<file path="config.mk">
export PLATFORM = sky130hd
export DESIGN_NAME = irq_priority_command_readback
export DESIGN_NICKNAME = d
export VERILOG_FILES = /design/src/verilog/irq_cmd_pkg.sv /design/src/verilog/irq_priority_command_readback.sv /design/src/verilog/level_picker.sv
export SDC_FILE = /design/constraint.sdc
export NUM_CORES = 1
export LEC_CHECK = 0
export BUFFER_PORTS_ARGS = -buffer_cell sky130_fd_sc_hd__buf_4
export CELL_PAD_IN_SITES_DETAIL_PLACEMENT = 0
export CELL_PAD_IN_SITES_GLOBAL_PLACEMENT = 1
export CORE_AREA = 2 2 109 111
export CTS_CLUSTER_DIAMETER = 100
export DETAILED_ROUTE_END_ITERATION = 12
export DIE_AREA = 0 0 111 113
export HOLD_SLACK_MARGIN = 0.02
export PLACE_DENSITY_LB_ADDON = 0.1
export SLEW_MARGIN = 10
export SYNTH_ARGS = -nofsm -noshare
export SYNTH_HDL_FRONTEND = slang
export SYNTH_SLANG_ARGS = --single-unit
</file>
<file path="constraint.sdc">
create_clock -name clk_sys_in -period 6.1 [get_ports clk_sys_in]
set_input_delay 1.22 -clock clk_sys_in [delete_from_list [all_inputs] [get_ports clk_sys_in]]
set_output_delay 1.22 -clock clk_sys_in [all_outputs]
set_load 0.01 [all_outputs]
</file>
<file path="src/verilog/irq_cmd_pkg.sv">
// Constants, command codes and carrier types for the interrupt command block
package irq_cmd_pkg;
    // ****************************************
    // Sizes and reset values
    // ****************************************
    localparam int unsigned LEVELS = 8; // Request levels
    localparam logic [2:0] LOWEST_RESET = 3'h7; // Level 7 lowest after reset
    localparam logic [2:0] SPURIOUS_LEVEL = 3'h7; // Level given for vanished request
    localparam logic [7:0] MASK_RESET = 8'h00; // All levels unmasked at reset
    localparam logic READ_SEL_RESET = 1'b0; // Readback selects pending vector
    // ****************************************
    // Even-address register offset
    // ****************************************
    localparam logic [7:0] MASK_AND_READBACK_COMMAND_OFS = 8'h20; // Even port
    // ****************************************
    // Command word field positions
    // ****************************************
    localparam int unsigned BIT_TOP = 7; // Zero marks the mask/read word
    localparam int unsigned BIT_MCE = 6; // Mask change enable
    localparam int unsigned BIT_MSV = 5; // Mask set value
    localparam int unsigned BIT_KIND = 4; // Set selects an init word
    localparam int unsigned BIT_RB_WORD = 3; // Set selects the mask/read word
    localparam int unsigned BIT_QUERY = 2; // Query command
    localparam int unsigned BIT_RB_EN = 1; // Readback enable
    localparam int unsigned BIT_RB_INSVC = 0; // Readback selects in-service
    localparam int unsigned CMD_HI = 7; // Priority command field top
    localparam int unsigned CMD_LO = 5; // Priority command field bottom
    localparam int unsigned POLL_INT_BIT = 7; // Pending flag in query byte
    // ****************************************
    // Priority termination command codes
    // ****************************************
    localparam logic [2:0] CMD_NOP = 3'h2; // No operation
    localparam logic [2:0] CMD_ROT_CLR = 3'h0; // Clear rotate on auto done
    localparam logic [2:0] CMD_ROT_SET = 3'h4; // Rotate on auto done
    localparam logic [2:0] CMD_DONE = 3'h1; // Non-specific done
    localparam logic [2:0] CMD_LVL_DONE = 3'h3; // Specific done
    localparam logic [2:0] CMD_ROT_DONE = 3'h5; // Rotate on non-specific done
    localparam logic [2:0] CMD_SET_PRI = 3'h6; // Set lowest priority
    localparam logic [2:0] CMD_ROT_LVL_DONE = 3'h7; // Rotate on specific done
    // ****************************************
    // Carrier types
    // ****************************************
    typedef struct packed {
        logic rd; // Read strobe, level
        logic wr; // Write strobe, one-cycle pulse
        logic low_address_line; // Port select
        logic [7:0] data; // Write data
    } host_bus_t;
    typedef struct packed {
        logic found; // Any bit set
        logic [2:0] level; // Highest-priority set level
    } pick_t;
    // Priority rank, zero is highest, for a given lowest level
    function automatic logic [2:0] prio_rank(input logic [2:0] lvl, input logic [2:0] low);
        prio_rank = 3'(lvl - low - 3'h1);
    endfunction : prio_rank
endpackage : irq_cmd_pkg

</file>
<file path="src/verilog/irq_priority_command_readback.sv">
// Command decode, priority rotation, in-service tracking and readback
`timescale 1ns/1ps
module irq_priority_command_readback
(
    input wire logic clk_sys_in, // 25 MHz system clock
    input wire logic rst_n_in, // Synchronous reset, active low
    input wire irq_cmd_pkg::host_bus_t host_in, // Host port strobes and data
    input wire logic [7:0] pending_request_vector_in, // Latched requests
    input wire logic ack_in, // Acknowledge pulse, one cycle
    input wire logic auto_done_option_in, // Automatic done enabled
    output logic [7:0] data_out, // Read data to host
    output logic data_oe_out, // Read data drive enable
    output logic int_out, // Request to processor
    output logic ack_valid_out, // Acknowledge answer pulse
    output logic [2:0] ack_level_out, // Acknowledged level
    output logic [7:0] clear_request_out, // Request latch clear pulse
    output logic [7:0] in_service_vector_out, // In-service levels
    output logic [7:0] mask_vector_out, // Mask levels
    output logic special_mask_out // Special mask mode active
);
    import irq_cmd_pkg::*;
    // ****************************************
    // State
    // ****************************************
    logic [7:0] in_service_vector_r; // In-service bits
    logic [7:0] mask_vector_r; // Mask bits
    logic [2:0] lowest_r; // Lowest-priority level
    logic rot_auto_r; // Rotate on automatic done
    logic special_mask_r; // Special mask mode
    logic poll_pending_r; // Next even read is poll
    logic read_sel_insvc_r; // Readback selects in-service
    logic rd_d_r; // Read strobe delayed
    logic [7:0] data_r; // Read data register
    logic int_r; // Processor request register
    logic ack_valid_r; // Acknowledge answer
    logic [2:0] ack_level_r; // Acknowledged level
    logic [7:0] clear_req_r; // Request latch clear
    // ****************************************
    // Decode
    // ****************************************
    logic rd_rise; // Read begins this cycle
    logic even_wr; // Write at even port
    logic prio_wr; // Priority command write
    logic rb_cmd_wr; // Mask/read command write
    logic mask_wr; // Mask write
    logic [2:0] cmd; // Priority command code
    logic [2:0] coded_lvl; // Level in low bits
    logic [7:0] unmasked; // Requests not masked
    logic [7:0] eligible_smm; // Special mask candidates
    pick_t insvc_top; // Highest in-service level
    pick_t req_top; // Highest unmasked request
    pick_t smm_top; // Highest special mask candidate
    pick_t cand; // Request that would be serviced
    assign rd_rise = host_in.rd && !rd_d_r;
    assign even_wr = host_in.wr && !host_in.low_address_line;
    assign prio_wr = even_wr && !host_in.data[BIT_KIND] && !host_in.data[BIT_RB_WORD];
    // Bit 4 set marks an init word, which this block leaves alone
    assign rb_cmd_wr = even_wr && !host_in.data[BIT_TOP] && !host_in.data[BIT_KIND] &&
        host_in.data[BIT_RB_WORD];
    assign mask_wr = host_in.wr && host_in.low_address_line;
    assign cmd = host_in.data[CMD_HI:CMD_LO];
    assign coded_lvl = host_in.data[2:0];
    assign unmasked = pending_request_vector_in & ~mask_vector_r;
    assign eligible_smm = unmasked & ~in_service_vector_r;
    // Priority pickers share one rotation pointer
    level_picker #(.WIDTH(LEVELS)) u_insvc_pick
    (
        .vec_in(in_service_vector_r),
        .lowest_in(lowest_r),
        .pick_out(insvc_top)
    );
    level_picker #(.WIDTH(LEVELS)) u_req_pick
    (
        .vec_in(unmasked),
        .lowest_in(lowest_r),
        .pick_out(req_top)
    );
    level_picker #(.WIDTH(LEVELS)) u_smm_pick
    (
        .vec_in(eligible_smm),
        .lowest_in(lowest_r),
        .pick_out(smm_top)
    );
    // ****************************************
    // Service candidate
    // ****************************************
    // Nesting applies unless special mask mode lifts it
    always_comb
    begin
        cand = '0;
        if (special_mask_r)
        begin
            cand = smm_top;
        end
        else if (req_top.found)
        begin
            if (!insvc_top.found || prio_rank(req_top.level, lowest_r) <
                prio_rank(insvc_top.level, lowest_r))
            begin
                cand = req_top;
            end
        end
    end
    // ****************************************
    // In-service vector
    // ****************************************
    logic [7:0] done_clr; // Bits cleared by a done command
    logic [7:0] ack_set; // Bit set by an acknowledge
    // Done commands pick the bit to clear, acknowledge the bit to set
    always_comb
    begin
        done_clr = 8'h00;
        ack_set = 8'h00;
        if (prio_wr)
        begin
            unique case (cmd)
                CMD_DONE, CMD_ROT_DONE:
                    if (insvc_top.found) done_clr[insvc_top.level] = 1'b1;
                CMD_LVL_DONE, CMD_ROT_LVL_DONE: done_clr[coded_lvl] = 1'b1;
                default: done_clr = 8'h00;
            endcase
        end
        if (ack_in && cand.found && !auto_done_option_in)
        begin
            ack_set[cand.level] = 1'b1;
        end
    end
    // Acknowledge sets win over done commands in the same cycle
    always_ff @(posedge clk_sys_in)
    begin
        if (!rst_n_in)
        begin
            in_service_vector_r <= 8'h00;
        end
        else
        begin
            in_service_vector_r <= (in_service_vector_r & ~done_clr) | ack_set;
        end
    end
    // ****************************************
    // Priority rotation
    // ****************************************
    // Lowest level moves on rotate and set-priority commands
    always_ff @(posedge clk_sys_in)
    begin
        if (!rst_n_in)
        begin
            lowest_r <= LOWEST_RESET;
            rot_auto_r <= 1'b0;
        end
        else if (prio_wr)
        begin
            unique case (cmd)
                CMD_ROT_CLR: rot_auto_r <= 1'b0;
                CMD_ROT_SET: rot_auto_r <= 1'b1;
                CMD_ROT_DONE: if (insvc_top.found) lowest_r <= insvc_top.level;
                CMD_ROT_LVL_DONE, CMD_SET_PRI: lowest_r <= coded_lvl;
                default: lowest_r <= lowest_r;
            endcase
        end
        else if (ack_in && cand.found && auto_done_option_in && rot_auto_r)
        begin
            lowest_r <= cand.level;
        end
    end
    // ****************************************
    // Mask and special mask
    // ****************************************
    // Mask may change freely, also in special mask mode
    always_ff @(posedge clk_sys_in)
    begin
        if (!rst_n_in)
        begin
            mask_vector_r <= MASK_RESET;
        end
        else if (mask_wr)
        begin
            mask_vector_r <= host_in.data;
        end
    end
    // Enable bit gates the set value
    always_ff @(posedge clk_sys_in)
    begin
        if (!rst_n_in)
        begin
            special_mask_r <= 1'b0;
        end
        else if (rb_cmd_wr && host_in.data[BIT_MCE])
        begin
            special_mask_r <= host_in.data[BIT_MSV];
        end
    end
    // ****************************************
    // Readback selection and query
    // ****************************************
    // Query wins over readback; a poll read consumes the query
    always_ff @(posedge clk_sys_in)
    begin
        if (!rst_n_in)
        begin
            poll_pending_r <= 1'b0;
            read_sel_insvc_r <= READ_SEL_RESET;
        end
        else if (rb_cmd_wr && host_in.data[BIT_QUERY])
        begin
            poll_pending_r <= 1'b1;
        end
        else if (rb_cmd_wr && host_in.data[BIT_RB_EN])
        begin
            poll_pending_r <= 1'b0;
            read_sel_insvc_r <= host_in.data[BIT_RB_INSVC];
        end
        else if (rd_rise && !host_in.low_address_line)
        begin
            poll_pending_r <= 1'b0;
        end
    end
    // ****************************************
    // Read data path
    // ****************************************
    // Data captured at read start, driven while read lasts
    always_ff @(posedge clk_sys_in)
    begin
        if (!rst_n_in)
        begin
            rd_d_r <= 1'b0;
            data_r <= 8'h00;
        end
        else
        begin
            rd_d_r <= host_in.rd;
            if (rd_rise)
            begin
                if (host_in.low_address_line)
                begin
                    data_r <= mask_vector_r;
                end
                else if (poll_pending_r)
                begin
                    data_r <= {cand.found, 4'h0, cand.level};
                end
                else if (read_sel_insvc_r)
                begin
                    data_r <= in_service_vector_r;
                end
                else
                begin
                    data_r <= pending_request_vector_in;
                end
            end
        end
    end
    // ****************************************
    // Acknowledge answer
    // ****************************************
    // Vanished request still answers, as level seven
    always_ff @(posedge clk_sys_in)
    begin
        if (!rst_n_in)
        begin
            int_r <= 1'b0;
            ack_valid_r <= 1'b0;
            ack_level_r <= 3'h0;
            clear_req_r <= 8'h00;
        end
        else
        begin
            int_r <= cand.found;
            ack_valid_r <= ack_in;
            clear_req_r <= 8'h00;
            if (ack_in)
            begin
                ack_level_r <= cand.found ? cand.level : SPURIOUS_LEVEL;
                if (cand.found)
                begin
                    clear_req_r[cand.level] <= 1'b1;
                end
            end
        end
    end
    assign data_out = data_r;
    assign data_oe_out = rd_d_r;
    assign int_out = int_r;
    assign ack_valid_out = ack_valid_r;
    assign ack_level_out = ack_level_r;
    assign clear_request_out = clear_req_r;
    assign in_service_vector_out = in_service_vector_r;
    assign mask_vector_out = mask_vector_r;
    assign special_mask_out = special_mask_r;
endmodule : irq_priority_command_readback

</file>
<file path="src/verilog/level_picker.sv">
// Finds the highest-priority set bit of a level vector under rotation
`timescale 1ns/1ps
module level_picker
#(
    parameter int unsigned WIDTH = 8
)
(
    input wire logic [WIDTH-1:0] vec_in, // Candidate bits
    input wire logic [2:0] lowest_in, // Current lowest-priority level
    output irq_cmd_pkg::pick_t pick_out // Found flag and level
);
    import irq_cmd_pkg::*;
    // ****************************************
    // Priority walk
    // ****************************************
    // Walk from lowest priority upward so the highest one wins last
    always_comb
    begin
        logic [2:0] idx;
        idx = 3'h0;
        pick_out = '0;
        for (int k = WIDTH; k >= 1; k--)
        begin
            idx = 3'(lowest_in + 3'(k));
            if (vec_in[idx])
            begin
                pick_out.found = 1'b1;
                pick_out.level = idx;
            end
        end
    end
endmodule : level_picker

</file>
==> results of run 1 <==
## path summary, 6_finish.rpt
| check | startpoint | to | slack, ns | depth (start not counted) |
|---|---|---|---|---|
| worst max-delay path | lowest_r[0]$_SDFFE_PN1P_ | in_service_vector_out[0]$_SDFF_PN0_ | 0.56 | 20 |
| worst min-delay path | data_out[6]$_SDFFE_PN0P_ | data_out[6]$_SDFFE_PN0P_ | 0.50 | 2 |
| worst max register to register | lowest_r[0]$_SDFFE_PN1P_ | in_service_vector_out[0]$_SDFF_PN0_ | 0.56 | 20 |
| worst min register to register | data_out[6]$_SDFFE_PN0P_ | data_out[6]$_SDFFE_PN0P_ | 0.50 | 2 |
## power breakdown
group | switching, mW | leakage (nW) | total (mW) | internal [mW]
clock network | 0.115 | 0.0938 | 0.349 | 0.234
registers | 0.0252 | 0.368 | 0.338 | 0.313
logic | 0.246 | 1.84 | 0.427 | 0.182
total | 0.386 | 2.30 | 1.11 | 0.729
## per-stage QoR
step | power (mW) | hold WS (ns)
after detailed placement | 0.7638 | 0.4936
after CTS | 1.112 | 0.5023
after floorplan | 0.6202 | 0.4833
final | 1.114 | 0.4973
after global placement | 0.7625 | 0.4879
after global routing | 1.170 | 0.5313
## tightest hold or removal path: stages (launching register included)
cell and delay, ns:
sky130_fd_sc_hd__dfxtp_1 0.31, sky130_fd_sc_hd__nor2_1 0.09, sky130_fd_sc_hd__nor3b_1 0.05
## flip-flops by register name, indices dropped and copies added, names as in the netlist
register and cells:
data_oe_out 1, int_out 1, data_out 8, read_sel_insvc_r 1
in_service_vector_out 8, ack_level_out 3, special_mask_out 1, mask_vector_out 8
poll_pending_r 1, ack_valid_out 1, lowest_r 3, clear_request_out 8
rot_auto_r 1
## layer usage
metal  global-route usage  vias to the layer above  wire (um)
met2               0.4671                      218       8300
met1               0.3694                     2498       7349
met3              0.03374                       42       1106
met5                    0                        -          0
met4               0.1133                        0        639
li1                     -                     2311          -
## placed cells by master (no fill, tap or decap), drive strengths merged, types with 14 or more instances in the layout
cell type | synthesis | layout
buf | 18 | 78
o21ai | 30 | 30
a21oi | 24 | 24
nand2b | 20 | 20
inv | 15 | 15
dfxtp | 45 | 45
nand3 | 21 | 21
a21boi | 14 | 14
mux2 | 18 | 18
nor2 | 47 | 47
mux4 | 35 | 35
nor2b | 16 | 16
mux2i | 45 | 45
o211ai | 14 | 14
nand2 | 49 | 49
## synth_stat cells, drive strengths merged, types with 4 or more instances
master and instances:
a211oi 6, nand4 6, o21ai 30, nor3b 13
a21oi 24, or2 4, nor3 8, mux2 18
ha 6, o211ai 14, dfxtp 45, o22ai 10
a31oi 4, nand2 49, nor2b 16, mux4 35
clkbuf 17, mux2i 45, nand3b 5, buf 18
a221oi 7, xnor2 6, and2 5, a21boi 14
inv 15, nor2 47, nand3 21, or3b 9
nand2b 20, and3 4, a21o 4
## kinds of logic (layout without fill, tap and decap cells)
logic type                 Yosys count  in the layout  share of synthesized area
adders and majority gates            8              8                    0.02299
muxes                               98             98                     0.2909
xor gates and xnor gates             9              9                    0.01575
DFF                                 45             45                     0.1800
AOI/OAI and AO/OA                  150            150                     0.2199
and+or+nand+nor                    214            214                     0.2242
buffers and inverters               50            101                    0.04624
## cell type report
cell class / count / area (sq um) / share of cell area
well taps: 143 / 178.9 / 0.03087
inverters: 15 / 58.81 / 0.01015
repair buffers: 78 / 585.6 / 0.1010
multi-input cells: 479 / 3881 / 0.6697
clock inverters: 3 / 65.06 / 0.01123
clock buffers: 5 / 125.1 / 0.02159
flip-flops and latches: 45 / 900.9 / 0.1554
==> metrics.md, run 1 <==
| Metric | Value |
|---|---|
| Number of warning messages in the yosys log | 0 |
| CP cell instances | buf_4 > inv_4 > ha_1 > mux4_1 > or3_1 > a31oi_1 > o21ai_0 > o21ai_1 > inv_1 > ha_1 > fa_1 > xor2_1 > xnor2_1 > ha_1 > nor2b_1 > o21ai_0 > o311a_4 > a22oi_1 > nand2b_1 > o22ai_2 |
| Minimum clock period | 5.536 ns |
| CP top delay family | compound AO/OA/AOI/OAI gates |
| Result of the run | complete, no violations |
| Number of global-route vias before repair | 4929 |
| Placer's final routability congestion estimate | 0.9346 |
| RSZ-0062 raised after global routing | false |
| Vertical die dimension | 113 um |
| H-Tree Depth | 2 |
| Max Clock Freq | 180.6 MHz |
| Area of the die | 12540 sq um |
| Final Max Slew Viols | 0 |
| Area contributors post-synth | sky130_fd_sc_hd__dfxtp_1 18%, sky130_fd_sc_hd__mux4_2 14%, sky130_fd_sc_hd__mux2i_1 9.0% |
| DRC viols | 0 |
| Crit path max fanout | 12 |
| Post-CTS repair timing setup buffer count | 0 |
| Final Worst Setup Slack | 0.5638 ns |
| Post-cts gate resize count | 0 |
| Drt via density | 6.600 |
| Max-slew headroom at the worst pin | 0.4307 |
| CTS buffer count | 5 |
| Synthesized netlist cell count | 574 |
| Clock latency on the worst-skew pair | 0.29 ns |
| Pwr dens | 192.3 nW/um^2 |
| Fraction of registers with async set/reset | 0 |
| Setup Viol. Count Final | 0 |
| Yosys top cell by area | sky130_fd_sc_hd__dfxtp_1 |
| Total global routing overflow | 0 |
| Fin area | 5796 sq um |
| Capturing element type of the critical path | flip-flop |
| Ratio of cells with drive above 1 in the final layout | 0.2576 |
| Estimated wirelength of the detail-placed design | 13090 um |
| Count of routing violations after the opening detailed-route iteration | 448 |
| Post-Syn Area | 5006 sq um |
| Endpoint required time on the critical path | 6.32 ns |
| Number of failing hold endpoints at the final stage | 0 |
| Fraction of the yosys area taken by sequential cells | 0.1800 |
| Starting density of the core | 0.4441 |
| Antenna-violating nets left | 0 |
| Worst Path Arrival | 5.76 ns |
| Startpoint Class | flip-flop |
| Number of standard cells in the final layout excluding fillers | 768 |
| Final cell utilization of the core | 0.5142 |
| Synthesized area per cell | 8.721 sq um |
| Post-Place Cell Area | 5598 sq um |
| Leading register cell type out of synthesis | sky130_fd_sc_hd__dfxtp_1 |
| GRT Resource Usage Total | 0.2791 |
| Slowest stage cell, crit path | sky130_fd_sc_hd__a22oi_1 |
| Most frequent cell on the critical path | sky130_fd_sc_hd__ha_1 |
| Maximum number of pins on one net before global-route repair | 39 |
| Antenna fix cells | 0 |
| Port bufs | 61 |
| Transition time of the tightest slew-check pin | 0.8539 ns |
| CTS tree | yes |
| Horiz. Die Dim | 111 um |
| Sum of negative setup slack | 0 ns |
| Post-synth net total | 605 |
| Layout Skew | 0.003147 ns |
| Number of buffers added to fix hold violations after cts | 0 |
| Wire length of the first global-routing pass | 27720 um |
| Clock net sink count | 45 |
| Vias | 5069 |
| CTS Root Buffer Type | sky130_fd_sc_hd__clkbuf_16 |
| VDD IR-drop max | 0.0002394 V |
| Final cycle utilization of the critical path | 0.9076 |
| Tightest Hold Check Type | reg2reg |
| Pre-Repair DR Iteration Count | 5 |
| Post-synth EDFFs | 0 |
| Total leakage power | 2.303 nW |
| Share of the synthesized area in the top cell type | 0.1800 |
| Minimum setup slack after placement | 0.3125 ns |
| Routed Wire Length | 17400 um |
| Syn-to-layout area delta | 15.77% |
| Clock-pin transition on the worst setup and hold timing paths | 0.06 ns |
| Synth Register Bits | 45 |
| Number of fillers in the final layout | 1095 |
| Worst setup path class | reg2reg |
| Core region area | 11270 sq um |
| Number of standard-cell rows in the floorplan | 39 |
| Largest stage delay on the critical path | 0.57 ns |
| Final-stage net count | 655 |
| Ports placed on the boundary | 62 |
| Initial antenna violation count | 0 |
| Post-synth cell types | 75 |
| Buffer levels on the longest clock path | 2 |
| Number of buffer and inverter stages on the critical path | 3 |
| Dpl cells | 760 |
| Post-detailed-route wirelength per cell | 22.65 um |
| Max-cap violations | 0 |
No activity file was read; power rests on OpenSTA's default activity.
==> run 2, diff against run 1 <==
- RECOVER_POWER: default -> 100
- SLEW_MARGIN: 10 -> 20
==> run 2 against run 1 <==
  * Count of clock-buffer cells in the layout unchanged
  * Flip-flop and latch count unchanged
  * Largest cell class unchanged
  * Sequential power about the same
  * Routed wire length up 0.68%
  * Utilization fell by 1.9 points
  * Clock skew up 0.00065 ns
  * Critical endpoint unchanged
  * Final area decreased by 3.6%
  * First-iteration DRC count decreased by 8.5%
  * Die area unchanged
==> metrics.md, run 2 (synthesis results as in run 1) <==
| Metric | Value |
|---|---|
| RSZ-0062 raised after global routing | false |
| GRT Resource Usage Total | 0.2795 |
| CTS tree | yes |
| Vertical die dimension | 113 um |
| Number of failing hold endpoints at the final stage | 0 |
| Pwr dens | 182.1 nW/um^2 |
| CP cell instances | buf_4 > inv_4 > ha_1 > mux4_1 > or3_1 > a31oi_1 > o21ai_0 > o21ai_1 > inv_1 > ha_1 > fa_1 > xor2_1 > xnor2_1 > ha_1 > nor2b_1 > o21ai_0 > o311a_4 > a21oi_1 > or4_1 > o22ai_2 |
| R2R depth | 20 |
| Final total power | 1.017 mW |
| Ratio of cells with drive above 1 in the final layout | 0.1888 |
| Starting density of the core | 0.4441 |
| Crit path max fanout | 12 |
| Endpoint required time on the critical path | 6.32 ns |
| Max-slew headroom at the worst pin | 0.02802 |
| Final-stage net count | 655 |
| Layout Skew | 0.003801 ns |
| Worst setup path class | reg2reg |
| Buffer levels on the longest clock path | 2 |
| Worst hold endpoint | data_out[6]$_SDFFE_PN0P_ |
| Post-detailed-route wirelength per cell | 22.80 um |
| Largest stage delay on the critical path | 0.65 ns |
| Worst Path Arrival | 5.85 ns |
| Core region area | 11270 sq um |
| Horiz. Die Dim | 111 um |
| Dpl cells | 760 |
| Syn-to-layout area delta | 11.60% |
| Slowest stage cell, crit path | sky130_fd_sc_hd__or4_1 |
| Min-delay src | data_out[6]$_SDFFE_PN0P_ |
| Drt via density | 6.658 |
| DRC viols | 0 |
| Antenna fix cells | 0 |
| Pre-Repair DR Iteration Count | 5 |
| Estimated wirelength of the detail-placed design | 13130 um |
| H-Tree Depth | 2 |
| VDD IR-drop max | 0.0002084 V |
| Total global routing overflow | 0 |
| Count of routing violations after the opening detailed-route iteration | 410 |
| Area of the die | 12540 sq um |
| Post-CTS repair timing setup buffer count | 0 |
| Routed Wire Length | 17510 um |
| Most frequent cell on the critical path | sky130_fd_sc_hd__ha_1 |
| Final cycle utilization of the critical path | 0.9232 |
| Launch instance of the worst register-to-register path | lowest_r[0]$_SDFFE_PN1P_ |
| Clock latency on the worst-skew pair | 0.29 ns |
| Clock net sink count | 45 |
| Most common library cell in the layout ignoring fill and taps | sky130_fd_sc_hd__nand2_1 |
| Placer's final routability congestion estimate | 0.9346 |
| CTS Root Buffer Type | sky130_fd_sc_hd__clkbuf_16 |
| Setup Viol. Count Final | 0 |
| Number of standard cells in the final layout excluding fillers | 768 |
| Antenna-violating nets left | 0 |
| Reg2Reg Capture Point | in_service_vector_out[0]$_SDFF_PN0_ |
| Capturing element type of the critical path | flip-flop |
| Result of the run | complete, no violations |
| Total leakage power | 2.107 nW |
| CTS buffer count | 5 |
| Vias | 5113 |
| Initial antenna violation count | 0 |
| Minimum hold slack | 0.4969 ns |
| Maximum number of pins on one net before global-route repair | 39 |
| Transition time of the tightest slew-check pin | 1.458 ns |
| Tightest Hold Check Type | reg2reg |
| Wire length of the first global-routing pass | 27970 um |
| Max Clock Freq | 177.6 MHz |
| Sum of negative setup slack | 0 ns |
| Clock-pin transition on the worst setup and hold timing paths | 0.06 ns |
| Count of cells along the worst hold path | 2 |
| Number of standard-cell rows in the floorplan | 39 |
| Minimum clock period | 5.631 ns |
| Port bufs | 61 |
| Startpoint Class | flip-flop |
| Ports placed on the boundary | 62 |
| Post-cts gate resize count | 0 |
| Number of global-route vias before repair | 5010 |
| Final Max Slew Viols | 0 |
| Max-cap violations | 0 |
| Reg-to-reg setup timing slack | 0.47 ns |
| Leading cell types in the layout, fill and taps excluded | 48 x sky130_fd_sc_hd__nand2_1, 47 x sky130_fd_sc_hd__nor2_1, 45 x sky130_fd_sc_hd__mux2i_1, 45 x sky130_fd_sc_hd__dfxtp_1, 41 x sky130_fd_sc_hd__clkbuf_1 |
| Number of buffers added to fix hold violations after cts | 0 |
[run 2: worst max-delay path by stage]
stage                            startpoint                                   to  slack (ns)  depth (start not counted)
6_report           lowest_r[0]$_SDFFE_PN1P_  in_service_vector_out[0]$_SDFF_PN0_        0.47                         20
5_1_grt            lowest_r[0]$_SDFFE_PN1P_  in_service_vector_out[0]$_SDFF_PN0_        0.11                         20
4_1_cts        pending_request_vector_in[2]  in_service_vector_out[5]$_SDFF_PN0_        0.60                         19
3_5_place_dp   pending_request_vector_in[2]  in_service_vector_out[5]$_SDFF_PN0_        0.30                         19
3_3_place_gp   pending_request_vector_in[2]  in_service_vector_out[5]$_SDFF_PN0_        0.41                         19
2_1_floorplan      lowest_r[0]$_SDFFE_PN1P_  in_service_vector_out[0]$_SDFF_PN0_        0.55                         21
[run 2: critical path, delay by kind of cell, from the launching register on]
| family | cells | cell delay, ns |
|---|---|---|
| adders and majority gates | 4 | 1.44 |
| AOI/OAI and AO/OA | 7 | 1.44 |
| and+or+nand+nor | 3 | 1.16 |
| muxes | 1 | 0.51 |
| buffers and inverters | 3 | 0.38 |
| DFF | 1 | 0.33 |
| xor gates and xnor gates | 2 | 0.29 |
[run 2: area by class of cell]
| type | count | area [sq um] |
|---|---|---|
| Clock buffer | 5 | 125.1 |
| Clock inverter | 3 | 17.52 |
| Fill cell | 1136 | 5685 |
| Inverter | 15 | 58.81 |
| Multi-Input combinational cell | 479 | 3874 |
| Sequential cell | 45 | 900.9 |
| Tap cell | 143 | 178.9 |
| Timing Repair Buffer | 78 | 431.7 |
[run 2: stage by stage]
step | area [sq um] | setup slack [ns] | util
after floorplan | 5006 | 0.5495 | -
after global placement | 5598 | 0.4141 | 0.4966
after detailed placement | 5605 | 0.2998 | 0.4973
after CTS | 5748 | 0.6031 | 0.5099
after global routing | 5587 | 0.1067 | 0.4956
final | 5587 | 0.4687 | 0.4956
[run 2: power by group]
part | switching [mW] | leakage [nW] | internal (mW)
Sequential | 0.0243 | 0.368 | 0.313
Clock | 0.117 | 0.0696 | 0.150
Combinational | 0.247 | 1.67 | 0.166
[run 2: routing by layer]
layer,vias up,global-route usage,part of all wire
met1,2552,0.3766,0.42
met5,-,0,0
met3,31,0.02625,0.064
met4,0,0.1025,0.024
li1,2308,-,-
met2,222,0.4708,0.49
==> run 3, diff against run 2 <==
- ABC_CLOCK_PERIOD_IN_PS: default -> 6100
- PLACE_DENSITY_LB_ADDON: 0.1 -> 0.05
==> run 3 against run 2 <==
  * Combinational power down 1%
  * First-iteration DRC count increased by 35%
  * Sequential share of layout area hardly changed
  * Critical path type unchanged
  * Via count decreased by 1.1%
  * Register-to-register slack better by 0.19 ns
  * Final area decreased by 0.22%
  * Clock power about the same
  * Total power decreased by 0.48%
  * Clock skew is 0.00067 ns lower
  * Hold slack improved by 0.0019 ns
==> metrics.md, run 3 (synthesis results as in run 1) <==
| Metric | Value |
|---|---|
| Startpoint Class | flip-flop |
| VDD IR-drop max | 0.0001984 V |
| CP cell instances | buf_4 > mux4_1 > mux2_1 > nor3_1 > o21ai_0 > and3_1 > o31ai_4 > fa_1 > xor2_1 > xnor2_1 > ha_1 > nor2b_1 > o21ai_0 > o311a_4 > a21oi_1 > o21ai_0 > o21ai_0 > a21o_1 |
| Final cycle utilization of the critical path | 0.8917 |
| Number of standard cells in the final layout excluding fillers | 769 |
| Pre-Repair DR Iteration Count | 5 |
| Met2 WL | 8395 um |
| Max Clock Freq | 183.8 MHz |
| Number of buffer and inverter stages on the critical path | 1 |
| Metal1 wirelength | 7260 um |
| Capturing element type of the critical path | flip-flop |
| CTS buffer count | 5 |
| Maximum number of pins on one net before global-route repair | 39 |
| Minimum clock period | 5.440 ns |
| Most common library cell in the layout ignoring fill and taps | sky130_fd_sc_hd__nand2_1 |
| Final-stage net count | 656 |
| CTS tree | yes |
| Initial antenna violation count | 0 |
| Endpoint required time on the critical path | 6.29 ns |
| Post-CTS repair timing setup buffer count | 0 |
| Final Max Slew Viols | 0 |
| Drt via density | 6.573 |
| Crit path max fanout | 26 |
| Area of the die | 12540 sq um |
| Number of global-route vias before repair | 4943 |
| Total leakage power | 2.104 nW |
| Largest stage delay on the critical path | 0.77 ns |
| Core region area | 11270 sq um |
| Pwr dens | 181.6 nW/um^2 |
| Routed Wire Length | 17410 um |
| Ports placed on the boundary | 62 |
| CTS Root Buffer Type | sky130_fd_sc_hd__clkbuf_16 |
| Vertical die dimension | 113 um |
| Starting density of the core | 0.4441 |
| Sum of negative setup slack | 0 ns |
| Count of routing violations after the opening detailed-route iteration | 554 |
| Number of standard-cell rows in the floorplan | 39 |
| Clock-pin transition on the worst setup and hold timing paths | 0.07 ns |
| Fin area | 5574 sq um |
| RSZ-0062 raised after global routing | false |
| Post-cts gate resize count | 0 |
| H-Tree Depth | 2 |
| Leading cell types in the layout, fill and taps excluded | 48 x sky130_fd_sc_hd__nand2_1, 47 x sky130_fd_sc_hd__nor2_1, 45 x sky130_fd_sc_hd__mux2i_1, 45 x sky130_fd_sc_hd__dfxtp_1, 41 x sky130_fd_sc_hd__clkbuf_1 |
| Max-slew headroom at the worst pin | 0.03857 |
| Clock latency on the worst-skew pair | 0.29 ns |
| Horiz. Die Dim | 111 um |
| Clock net sink count | 45 |
| Layout Skew | 0.003132 ns |
| CP top delay family | compound AO/OA/AOI/OAI gates |
| Transition time of the tightest slew-check pin | 1.442 ns |
| Wire length of the first global-routing pass | 27830 um |
| Most frequent cell on the critical path | sky130_fd_sc_hd__o21ai_0 |
| Slowest stage cell, crit path | sky130_fd_sc_hd__mux4_1 |
| DRC viols | 0 |
| Antenna fix cells | 0 |
| Result of the run | complete, no violations |
| Uppermost signal routing layer after detailed routing | met4 |
| Post-detailed-route wirelength per cell | 22.64 um |
| Routed wire length on met3 | 1344 um |
| Antenna-violating nets left | 0 |
| Post-Place Cell Area | 5605 sq um |
| Setup Viol. Count Final | 0 |
| Vias | 5055 |
| Final total power | 1.012 mW |
| Number of buffers added to fix hold violations after cts | 0 |
| Number of failing hold endpoints at the final stage | 0 |
| Syn-to-layout area delta | 11.35% |
| Worst Path Arrival | 5.63 ns |
| Number of fillers in the final layout | 1136 |
| Estimated wirelength of the detail-placed design | 13120 um |
| Max-cap violations | 0 |
| Worst setup path class | reg2reg |
| GRT Resource Usage Total | 0.2797 |
| Port bufs | 61 |
| Total global routing overflow | 0 |
| Placer's final routability congestion estimate | 0.9348 |
| Ratio of cells with drive above 1 in the final layout | 0.1837 |
| Tightest Hold Check Type | reg2reg |
| Final cell utilization of the core | 0.4945 |
| Dpl cells | 761 |
| Buffer levels on the longest clock path | 2 |
run 3: cell count changes in the layout (fill, tap and decap cells not counted):
| cell | previous run | this run |
|---|---|---|
| sky130_fd_sc_hd__mux2_1 | 1 | 2 |
| sky130_fd_sc_hd__or4_4 | 0 | 1 |
| sky130_fd_sc_hd__o21ai_0 | 25 | 26 |
| sky130_fd_sc_hd__o22ai_2 | 3 | 1 |
| sky130_fd_sc_hd__mux2_2 | 17 | 16 |
| sky130_fd_sc_hd__xnor2_1 | 5 | 6 |
| sky130_fd_sc_hd__o21ai_2 | 2 | 1 |
| sky130_fd_sc_hd__buf_4 | 37 | 38 |
| sky130_fd_sc_hd__or4_1 | 1 | 0 |
| sky130_fd_sc_hd__xnor2_2 | 1 | 0 |
| sky130_fd_sc_hd__o22ai_1 | 7 | 9 |
run 3: stage by stage:
| step | setup WS, ns | hold slack [ns] |
|---|---|---|
| after floorplan | 0.5495 | 0.4833 |
| after global placement | 0.4971 | 0.4892 |
| after detailed placement | 0.4335 | 0.4912 |
| after CTS | 0.7272 | 0.5003 |
| after global routing | 0.2069 | 0.5298 |
| final | 0.6604 | 0.4989 |
run 3: cell type report:
class	instances	area, sq um	share of cell area
clock buffers	5	125.1	0.02245
clock inverters	3	17.52	0.003143
inverters	15	58.81	0.01055
multi-input cells	479	3854	0.6914
flip-flops and latches	45	900.9	0.1616
well taps	143	178.9	0.03210
repair buffers	79	439.2	0.07879
run 3: worst register-to-register path, stage by stage (launching register included):
cell and delay (ns):
sky130_fd_sc_hd__dfxtp_1 0.54, sky130_fd_sc_hd__buf_4 0.44, sky130_fd_sc_hd__mux4_1 0.78, sky130_fd_sc_hd__mux2_1 0.39, sky130_fd_sc_hd__nor3_1 0.18, sky130_fd_sc_hd__o21ai_0 0.10
sky130_fd_sc_hd__and3_1 0.21, sky130_fd_sc_hd__o31ai_4 0.43, sky130_fd_sc_hd__fa_1 0.27, sky130_fd_sc_hd__xor2_1 0.18, sky130_fd_sc_hd__xnor2_1 0.14, sky130_fd_sc_hd__ha_1 0.24
sky130_fd_sc_hd__nor2b_1 0.12, sky130_fd_sc_hd__o21ai_0 0.20, sky130_fd_sc_hd__o311a_4 0.27, sky130_fd_sc_hd__a21oi_1 0.12, sky130_fd_sc_hd__o21ai_0 0.35, sky130_fd_sc_hd__o21ai_0 0.13
sky130_fd_sc_hd__a21o_1 0.23
run 3: layer usage:
| metal | up-vias | global-route usage |
|---|---|---|
| li1 | 2306 | - |
| met1 | 2449 | 0.3811 |
| met2 | 265 | 0.4744 |
| met3 | 35 | 0.02571 |
| met4 | 0 | 0.08667 |
| met5 | - | 0 |
run 3: final timing paths:
check,endpoint,from,slack [ns],cells past startpoint
max,lowest_r[0]$_SDFFE_PN1P_,lowest_r[0]$_SDFFE_PN1P_,0.66,18
min,data_out[3]$_SDFFE_PN0P_,data_out[3]$_SDFFE_PN0P_,0.50,2
max reg2reg,lowest_r[0]$_SDFFE_PN1P_,lowest_r[0]$_SDFFE_PN1P_,0.66,18
min reg2reg,data_out[3]$_SDFFE_PN0P_,data_out[3]$_SDFFE_PN0P_,0.50,2
run 3: power by group:
group,switching (mW),leakage (nW),internal [mW]
Clock,0.120,0.0696,0.150
Combinational,0.241,1.67,0.168
Sequential,0.0212,0.368,0.313
